File: config.mk
export PLATFORM = sky130hd
export DESIGN_NAME = serial_adc_sequencer
export DESIGN_NICKNAME = d
export VERILOG_FILES = /design/src/verilog/serial_adc_sequencer_pkg.sv /design/src/verilog/serial_adc_sequencer.sv
export SDC_FILE = /design/constraint.sdc
export NUM_CORES = 1
export LEC_CHECK = 0
export ABC_AREA = 0
export BUFFER_PORTS_ARGS = -buffer_cell sky130_fd_sc_hd__buf_2
export CORE_ASPECT_RATIO = 1.2
export CORE_MARGIN = 5
export CORE_UTILIZATION = 38
export CTS_BUF_LIST = sky130_fd_sc_hd__clkbuf_4
export CTS_CLUSTER_SIZE = 30
export DETAILED_ROUTE_END_ITERATION = 10
export GPL_TIMING_DRIVEN = 0
export PLACE_DENSITY = 0.65
export SLEW_MARGIN = 10
export SYNTH_ARGS = -nofsm -noshare
export SYNTH_HDL_FRONTEND = slang
export SYNTH_SLANG_ARGS = --single-unit
File: constraint.sdc
create_clock -name clk -period 7.1 [get_ports clk]
set_input_delay 0.71 -clock clk [delete_from_list [all_inputs] [get_ports clk]]
set_output_delay 0.71 -clock clk [all_outputs]
set_load 0.02 [all_outputs]
File: src/verilog/serial_adc_sequencer_pkg.sv
/*
  Constants, states and carrier types for the serial converter sequencer.
  Assumes a 200 MHz system clock. All serial pins arrive asynchronously.
*/
package serial_adc_sequencer_pkg;

  // ----------------------------------------
  // timing
  // ----------------------------------------
  localparam int CLK_PERIOD_NS  = 5;
  localparam int CONV_TIME_NS   = 10000;                           // longest conversion time
  localparam int ABORT_TIME_NS  = 5000;                            // abort window after last clock
  localparam int CONV_CYCLES    = CONV_TIME_NS / CLK_PERIOD_NS;    // longest time rounds down
  localparam int STEP_CYCLES_I  = CONV_CYCLES / 12;                // one trial bit per step
  localparam int ABORT_CYCLES_I = ABORT_TIME_NS / CLK_PERIOD_NS;
  localparam logic [7:0]  STEP_CYCLES  = 8'(STEP_CYCLES_I);
  localparam logic [10:0] ABORT_CYCLES = 11'(ABORT_CYCLES_I);

  // ----------------------------------------
  // command register layout
  // ----------------------------------------
  localparam int CHANNEL_MSB            = 7;
  localparam int CHANNEL_LSB            = 4;
  localparam int LENGTH_CODE_HIGH_POS   = 3;
  localparam int LENGTH_CODE_LOW_POS    = 2;
  localparam int BIT_ORDER_SELECT_POS   = 1;
  localparam int SIGNED_OUTPUT_SELECT_POS = 0;
  localparam logic [7:0] CMD_RESET      = 8'h00;

  // select codes
  localparam logic [3:0] CODE_LAST_ANALOG = 4'ha;                  // analog_channel 0..10
  localparam logic [3:0] CODE_TEST_MID    = 4'hb;
  localparam logic [3:0] CODE_TEST_LOW    = 4'hc;
  localparam logic [3:0] CODE_TEST_HIGH   = 4'hd;
  localparam logic [3:0] CODE_POWER_DOWN  = 4'he;

  // cycle lengths and counts
  localparam logic [4:0] LEN_8        = 5'h08;
  localparam logic [4:0] LEN_12       = 5'h0c;
  localparam logic [4:0] LEN_16       = 5'h10;
  localparam logic [3:0] CMD_BITS     = 4'h8;
  localparam logic [4:0] SAMPLE_EDGE  = 5'h04;
  localparam logic [11:0] SAR_START   = 12'h800;
  localparam logic [11:0] SIGN_FLIP   = 12'h800;

  typedef enum logic [1:0] {IDLE, IO, CONV} phase_t;

  // converter-facing outputs grouped
  typedef struct packed {
    logic [3:0]  analogChannel;  // multiplexer select, test codes included
    logic        sampling;       // track while high, hold on fall
    logic        powerDown;      // software power-down
    logic [11:0] trialCode;      // successive-approximation trial word
  } analog_ctrl_t;

  // whole module state
  typedef struct packed {
    phase_t      phase;
    logic [2:0]  csSh;       // [0] meta, [1] sync, [2] previous
    logic [2:0]  ckSh;
    logic [1:0]  dinSh;
    logic [4:0]  edgeCnt;
    logic [3:0]  riseCnt;
    logic [7:0]  cmdShift;
    logic [7:0]  cmd;
    logic [7:0]  fmtCmd;     // format governing the next readout
    logic [15:0] outShift;
    logic [11:0] result;
    logic [3:0]  bitIdx;
    logic [7:0]  stepCnt;
    logic [10:0] convAge;
    logic        eoc;
    logic        dout;
    logic        doutEn;
    analog_ctrl_t ana;
  } state_t;

endpackage

File: src/verilog/serial_adc_sequencer.sv
/*
  Serial command/readout and successive-approximation sequencer of a
  12-bit converter. Assumes an analog front end that follows the select
  code and sampling level and answers each trial word on cmpAbove,
  synchronous to clk. Chip select, serial clock and serial data are pins.
*/
`timescale 1ns/100ps

module serial_adc_sequencer
  import serial_adc_sequencer_pkg::*;
(
  input  wire logic         clk,          // 200 MHz system clock
  input  wire logic         sys_rst,      // async reset, active high
  input  wire logic         csN,          // chip select pin, active low
  input  wire logic         ioClk,        // serial clock pin
  input  wire logic         dataIn,       // serial command pin
  input  wire logic         cmpAbove,     // comparator: input above trial
  output logic              dataOut,      // serial result output
  output logic              dataOutEn,    // result pin driven when high
  output logic              convDone,     // high when no conversion runs
  output analog_ctrl_t      anaCtrl       // controls toward analog side
);

  // ----------------------------------------
  // helpers
  // ----------------------------------------
  // cycle length from a command byte
  function automatic logic [4:0] cycleLen(input logic [7:0] c);
    if (!c[LENGTH_CODE_LOW_POS]) begin
      cycleLen = LEN_12;
    end else if (c[LENGTH_CODE_HIGH_POS]) begin
      cycleLen = LEN_16;
    end else begin
      cycleLen = LEN_8;
    end
  endfunction

  // readout word, first bit at [15]
  function automatic logic [15:0] fmtWord(input logic [11:0] res, input logic [7:0] c);
    logic [15:0] w;
    logic [4:0]  len;
    int          k;
    w = {(c[SIGNED_OUTPUT_SELECT_POS] ? (res ^ SIGN_FLIP) : res), 4'h0};
    len = cycleLen(c);
    fmtWord = w;
    if (c[BIT_ORDER_SELECT_POS]) begin
      fmtWord = 16'h0000;
      for (int i = 0; i < 16; i++) begin
        if (i < int'(len)) begin
          k = 16 - int'(len) + i;
          fmtWord[15 - i] = w[k[3:0]];
        end
      end
    end
  endfunction

  // ----------------------------------------
  // state
  // ----------------------------------------
  state_t s;
  state_t n;

  logic csHigh;
  logic csFall;
  logic ckRise;
  logic ckFall;
  logic lastFall;
  logic abortNow;
  logic stepEnd;

  // edge detection on synchronised pins
  assign csHigh   = s.csSh[1];
  assign csFall   = s.csSh[2] & ~s.csSh[1];
  assign ckRise   = ~s.ckSh[2] & s.ckSh[1];
  assign ckFall   = s.ckSh[2] & ~s.ckSh[1];
  assign lastFall = (s.phase == IO) & ~csHigh & ckFall & (s.edgeCnt + 5'h01 == cycleLen(s.fmtCmd));
  assign abortNow = (s.phase == CONV) & csFall & (s.convAge < ABORT_CYCLES);
  assign stepEnd  = (s.phase == CONV) & (s.stepCnt == STEP_CYCLES - 8'h01);

  // ----------------------------------------
  // next state
  // ----------------------------------------
  always_comb begin
    n = s;
    // pins: two flops before any logic reads them
    n.csSh  = {s.csSh[1:0], csN};
    n.ckSh  = {s.ckSh[1:0], ioClk};
    n.dinSh = {s.dinSh[0], dataIn};

    // select high: pins ignored, output released
    if (csHigh) begin
      n.doutEn = 1'b0;
      n.ana.sampling = 1'b0;
      if (s.phase == IO) begin
        n.phase = IDLE;
      end
    end

    unique case (s.phase)
      IDLE, IO: begin
        if (csFall) begin
          // fresh I/O cycle with previous result on the pin
          n.phase    = IO;
          n.edgeCnt  = 5'h00;
          n.riseCnt  = 4'h0;
          n.outShift = fmtWord(s.result, s.fmtCmd);
          n.dout     = n.outShift[15];
          n.doutEn   = 1'b1;
        end else if (s.phase == IO && !csHigh) begin
          // command bits on the first eight rising edges only
          if (ckRise && s.riseCnt < CMD_BITS) begin
            n.cmdShift = {s.cmdShift[6:0], s.dinSh[1]};
            n.riseCnt  = s.riseCnt + 4'h1;
          end
          // falling edge: count, open sampling, shift readout
          if (ckFall) begin
            n.edgeCnt = s.edgeCnt + 5'h01;
            if (s.edgeCnt + 5'h01 == SAMPLE_EDGE) begin
              n.ana.analogChannel = s.cmdShift[3:0];
              n.ana.sampling      = 1'b1;
            end
            // cycle end: latch command, then power down or convert
            if (lastFall) begin
              n.cmd = s.cmdShift;
              n.ana.sampling = 1'b0;
              n.edgeCnt = 5'h00;
              n.riseCnt = 4'h0;
              if (s.cmdShift[CHANNEL_MSB:CHANNEL_LSB] == CODE_POWER_DOWN) begin
                // no conversion, ready for the next cycle
                n.ana.powerDown = 1'b1;
                n.outShift = fmtWord(s.result, s.fmtCmd);
                n.dout = n.outShift[15];
              end else begin
                n.ana.powerDown = 1'b0;
                n.fmtCmd  = s.cmdShift;
                n.phase   = CONV;
                n.eoc     = 1'b0;
                n.ana.trialCode = SAR_START;
                n.bitIdx  = 4'hb;
                n.stepCnt = 8'h00;
                n.convAge = 11'h000;
              end
            end else begin
              n.outShift = {s.outShift[14:0], 1'b0};
              n.dout     = s.outShift[14];
            end
          end
        end
      end
      CONV: begin
        // age for the abort window, step timer
        if (s.convAge != 11'h7ff) begin
          n.convAge = s.convAge + 11'h001;
        end
        n.stepCnt = s.stepCnt + 8'h01;
        if (abortNow) begin
          // early select fall drops the conversion
          n.phase    = IO;
          n.eoc      = 1'b1;
          n.edgeCnt  = 5'h00;
          n.riseCnt  = 4'h0;
          n.outShift = fmtWord(s.result, s.fmtCmd);
          n.dout     = n.outShift[15];
          n.doutEn   = 1'b1;
        end else if (stepEnd) begin
          // decide current bit, try the next lower one
          n.stepCnt = 8'h00;
          if (!cmpAbove) begin
            n.ana.trialCode[s.bitIdx] = 1'b0;
          end
          if (s.bitIdx == 4'h0) begin
            n.result = n.ana.trialCode;
            n.eoc    = 1'b1;
            if (!csHigh) begin
              n.phase    = IO;
              n.edgeCnt  = 5'h00;
              n.riseCnt  = 4'h0;
              n.outShift = fmtWord(n.result, s.fmtCmd);
              n.dout     = n.outShift[15];
              n.doutEn   = 1'b1;
            end else begin
              n.phase = IDLE;
            end
          end else begin
            n.bitIdx = s.bitIdx - 4'h1;
            n.ana.trialCode[s.bitIdx - 4'h1] = 1'b1;
          end
        end
      end
    endcase
  end

  // ----------------------------------------
  // registers
  // ----------------------------------------
  // reset: done high, command cleared, output released
  always_ff @(posedge clk or posedge sys_rst) begin
    if (sys_rst) begin
      s <= '{phase: IDLE, csSh: 3'h7, ckSh: 3'h0, dinSh: 2'h0,
             edgeCnt: 5'h00, riseCnt: 4'h0, cmdShift: CMD_RESET,
             cmd: CMD_RESET, fmtCmd: CMD_RESET, outShift: 16'h0000,
             result: 12'h000, bitIdx: 4'h0, stepCnt: 8'h00,
             convAge: 11'h000, eoc: 1'b1, dout: 1'b0, doutEn: 1'b0,
             ana: '{analogChannel: 4'h0, sampling: 1'b0,
                    powerDown: 1'b0, trialCode: 12'h000}};
    end else begin
      s <= n;
    end
  end

  // outputs straight from flops
  assign dataOut   = s.dout;
  assign dataOutEn = s.doutEn;
  assign convDone  = s.eoc;
  assign anaCtrl   = s.ana;
endmodule // serial_adc_sequencer

# Word-level counts from Yosys, hierarchy flattened
# Index checks and enable logic that the tools add are counted.
# totals
elab_cells	574
memories	0
regBits	114
latchBits	0
ramBits	0
mem_bits_ro	0
# op_classes
n_bitwise	20
add_sub_neg	69
n_lt_le_gt_ge	134
muxes	287
shift	0
n_div	0
eq_ne	22
n_mul	0
n_reduce_logical	21
# ops
operator	n
< comparator 4 x 5 -> 1 bit, second input constant	66
binary-select mux 1 bit (select 4 bit)	64
< comparator 4 x 5 -> 1 bit, first input constant	32
2-to-1 mux 12 bit	12
2-to-1 mux 1 bit	139
adder 4 bit, second input constant	32
2-to-1 mux 16 bit	7
2-to-1 mux 5 bit	17
< comparator 3 x 5 -> 1 bit, first input constant	16
2-to-1 mux 24 bit	3
adder 4 x 3 -> 4 bit, second input constant	16
2-to-1 mux 9 bit	7
2-to-1 mux 14 bit	4
one-hot mux 26 bit (2 select lines)	1
2-to-1 mux 25 bit	2
2-to-1 mux 49 bit	1
2-to-1 mux 15 bit	3
< comparator 1 x 5 -> 1 bit, first input constant	8
< comparator 2 x 5 -> 1 bit, first input constant	8
2-to-1 mux 39 bit	1
adder 4 x 2 -> 4 bit, second input constant	8
2-to-1 mux 32 bit	1
one-hot mux 15 bit (2 select lines)	1
2-to-1 mux 27 bit	1
45 further kinds	103

# Longest topological paths before layout
# logic_depth
word_depth	21
ltp_mapped	10

# Worst setup path after synthesis
# OpenSTA, ideal clock, no wires.
# synth_path
kind	flip-flop to flip-flop
start	register s[100] in the netlist's numbering
end	register s (netlist bit anaCtrl[0])
path_stages_with_launch	10
path_buffers	1
slack_ns	4.661
arrival_ns	2.313
cell_sequence	dfrtp_1 > ha_1 > nand3_2 > xor2_1 > or3_4 > a21o_1 > o21ai_4 > and2_4 > buf_12 > mux2_4
# synth_between
elab_chain_len	5
# synth_rtl
element	line	text
start, declared	serial_adc_sequencer.sv:60	state_t s;
start signal, assigned	serial_adc_sequencer.sv:199	s <= '{phase: IDLE, csSh: 3'h7, ckSh: 3'h0, dinSh: 2'h0,
start signal, assigned	serial_adc_sequencer.sv:207	s <= n;
adder 5 x 1 -> 5 bit	serial_adc_sequencer.sv:76	assign lastFall = (s.phase == IO) & ~csHigh & ckFall & (s.edgeCnt + 5'h01 == cycleLen(s.fmtCmd));
== test 5 bit	serial_adc_sequencer.sv:76	
bitwise AND 1 bit	serial_adc_sequencer.sv:76	
inequality test 2 bit (no line)	n/a	
AND reduction 7 bit (no line)	n/a	
# No other way between the ends.
# A chain may end at the register's enable or synchronous reset.

# Final worst setup path
# layout_path
start	register s (netlist bit csHigh)
end	register s (netlist bit anaCtrl[6])
# layout_between
elab_chain_len	6
elab_cells_between_ends	14
cone_classes	eq/ne: 4; bitwise: 7; reduce/logical: 3
# layout_rtl
element	line
inverter 1 bit	serial_adc_sequencer.sv:73, serial_adc_sequencer.sv:76
bitwise AND 1 bit (on tied branches)	serial_adc_sequencer.sv:73, serial_adc_sequencer.sv:76
bitwise AND 1 bit (on tied branches) (2 in series)	serial_adc_sequencer.sv:77, serial_adc_sequencer.sv:76
inequality test 2 bit (no line)	n/a
AND reduction 7 bit (no line) *	n/a
# Every way passes the cells marked *; elsewhere a longest branch is shown, timed or not.

==> flow_summary.json <==
{
  "topRoutingLayerUsed": "met4",
  "ys_ff_latch": 102,
  "row_count": 50,
  "cp_max_fo": 10,
  "ys_top_cells_by_area": "dfrtp_1, o21ai_0, nand2_1",
  "report.final.slew_viol_count": 0,
  "cts.sink_count": 102,
  "die_y_um": 148,
  "cap_violations": 0,
  "grt_antenna_before_repair": 1,
  "ys_types": 67,
  "clk_pin_slew_ns": 0.17,
  "start_util": 0.387,
  "powerDensity_nw_per_um2": 149,
  "cpMaxStageDelayCell": "nor2_1",
  "seq_area_frac_synth": 0.422,
  "path_cells": "buf_2, nor3b_1, nand2_1, nor2_1, nand2_1, o21ai_4, and2_4, buf_12, mux2_4",
  "p_leak_nw": 2.78,
  "cts-buffers-inserted": 9,
  "status": "finished clean",
  "final_cells": 934,
  "tightest_slew_ns": 1.07,
  "drt_first_pass_iters": 5,
  "fp.dieW_um": 125,
  "h-tree-depth": 3,
  "hold_viol_final": 0,
  "routed_wl_mm": 16.2,
  "crit_top_cell": "nand2_1",
  "wl_met2_mm": 7.76,
  "crit_type": "flop to flop",
  "rrSetupSlack_ns": 4.24,
  "io_buffers": 26,
  "remaining_drc_errors": 0,
  "reg2regPathDepth": 9,
  "synth_enable_flop_cells": 0,
  "dr_wl_met3_um": 701,
  "postCtsHoldBufs": 0,
  "cts_setup_buffers": 0,
  "layout-drive-gt1-share": 0.161,
  "boundaryPins": 27,
  "die_area_um2": 18600,
  "arrival_ns": 3.25,
  "synth_area_um2": 6050,
  "setup_viol_count_final": 0,
  "avgViaCountPerCell": 5.68,
  "gr-total-overflow": 0,
  "dp_hpwl_mm": 11.8,
  "drt_iter0_markers": 490,
  "clk_latency_ns": 0.49,
  "slowest_delay_ns": 0.49,
  "cts_resized": 0,
  "core_area_um2": 15600,
  "fin_tns_setup_ns": 0,
  "cp-start-kind": "flop",
  "min_path_type": "input pin to async pin",
  "grt_start_max_net_pins": 62,
  "worstPathRequired_ns": 7.48,
  "root_buffer": "clkbuf_4",
  "max_freq_mhz": 349,
  "cts_tree": "built",
  "synth_top_area_cell": "dfrtp_1",
  "grt_usage": 0.177,
  "nFillCells": 1593,
  "final_common_cell": "dfrtp_1",
  "skew_ns": 0.0216,
  "area_growth_pct": 9.32,
  "vias": 5302,
  "fin_crit_ns": 2.86,
  "r2r-start": "csHigh",
  "wl_met1_mm": 7.22,
  "slew_headroom": 0.277,
  "syn_area_per_cell_um2": 8.88,
  "dpl.cell_count": 917,
  "irDropWorstVdd_v": 0.0000813,
  "ys_warn_count": 0,
  "r2r_end": "anaCtrl[6]",
  "post-route-period-util": 0.403,
  "layout_common_cells": "dfrtp_1, o21ai_0, nand2_1",
  "synthDominantCellAreaShare": 0.405,
  "yosys_most_used_dff": "dfrtp_1",
  "routedWlPerCell_um": 17.4,
  "synthesis.nets": 698,
  "grt_pass1_vias": 5127,
  "syn_inst": 682,
  "place.gp.congestion": 0.927,
  "cp-end-kind": "flop",
  "grt_pass1_wl_mm": 26.8,
  "rsz0062_at_grt": "false",
  "fin_nets": 736,
  "clk_path_buf_depth": 2,
  "async_flop_share": 1.00,
  "ant_nets": 0
}
==> report_power, final <==
group / leakage (nW) / total (mW) / internal (mW) / switching, mW
sequential: 1.31 / 0.610 / 0.598 / 0.0118
clock: 0.0740 / 0.316 / 0.111 / 0.205
combinational: 1.40 / 0.0623 / 0.0222 / 0.0400
total: 2.78 / 0.988 / 0.731 / 0.257
==> final cells by class <==
cell class                      instances  area [µm²]  share of cell area
Antenna cell                            1        2.50            0.000378
Buffer                                 53         300              0.0454
Clock buffer                           10        75.1              0.0113
Clock inverter                          6        63.8             0.00964
Inverter                               13        53.8             0.00813
Multi-Input combinational cell        514        3150               0.476
Sequential cell                       102        2560               0.386
Tap cell                              208         260              0.0393
Timing Repair Buffer                   27         158              0.0238
==> state kept, by name (all words and copies together), names as in the netlist <==
name	cells
dataOut	1
n	4
csHigh	1
convDone	1
anaCtrl	18
dataOutEn	1
s	76
==> how the worst max path moves through the flow <==
stage	slack, ns	start	endpoint
2_1_floorplan	3.72	sys_rst	anaCtrl[0]
3_3_place_gp	2.42	sys_rst	anaCtrl[5]
3_5_place_dp	4.29	csHigh	anaCtrl[7]
4_1_cts	4.23	csHigh	anaCtrl[6]
5_1_grt	4.07	csHigh	anaCtrl[1]
6_report	4.24	csHigh	anaCtrl[6]
==> through the flow <==
stage | total power, mW | util | area (µm²) | worst slack, ns | hold slack (ns)
floorplan | 0.662 | - | 6050 | 3.72 | 0.331
global placement | 0.680 | 0.412 | 6440 | 2.42 | 0.332
detailed placement | 0.684 | 0.414 | 6480 | 4.29 | 0.337
CTS | 1.00 | 0.423 | 6620 | 4.23 | 0.177
global route | 1.03 | 0.423 | 6620 | 4.07 | 0.196
finish | 0.988 | 0.423 | 6620 | 4.24 | 0.195
==> cell families (layout without fill, tap and decap cells) <==
kind of cell / after synthesis / in the layout / share of synthesized area
DFF: 102 / 102 / 0.422
adders and majority gates: 10 / 10 / 0.0207
and+or+nand+nor: 231 / 231 / 0.182
buffers and inverters: 66 / 109 / 0.0577
other: 0 / 1 / 0
AOI/OAI and AO/OA: 232 / 232 / 0.241
xor gates and xnor gates: 11 / 11 / 0.0159
muxes: 30 / 30 / 0.0608
==> critical path, delay by kind of cell, from the launching register on <==
kind / cells / cell delay, ns
multiplexers: 1 / 0.30
flip-flops: 1 / 0.40
buffers and inverters: 2 / 0.31
AO/OA/AOI/OAI: 1 / 0.31
AND/OR/NAND/NOR: 5 / 1.43
==> per-layer routing <==
metal	GRT usage	up-vias
met5	0	-
met4	0.0824	0
met3	0.0251	41
met2	0.288	157
met1	0.234	2567
li1	-	2537
==> synth_stat cells (2+ instances only) <==
library cell   n
dfstp_2        4
nand2_1       80
o22ai_1       15
a21oi_1       56
a21oi_4        2
inv_1         12
nor2b_1       13
nor2_1        56
buf_2          8
a41oi_1        3
xor2_1         8
a21o_1         3
clkbuf_1      25
o21ai_1        3
o31ai_1       10
mux2_4         9
a221oi_1      11
and3_1         3
and2_1         4
and4_1         2
or3_1          3
dfrtp_1       98
a22oi_1        2
nor3_1        11
a31oi_1        7
or4_1          4
or2_2          3
a221o_1        7
mux2i_1        3
nor3b_1        3
nand3_1       23
a22o_1         3
o221ai_1       4
a211oi_1       3
xnor2_1        3
nand2b_1      13
o21a_1         2
nand4_1        3
ha_1          10
mux2_2        18
o211ai_1       4
o21ai_0       84
nand4b_1       2
a21boi_0       2
buf_4         18
No activity file was read; power rests on OpenSTA's default activity.
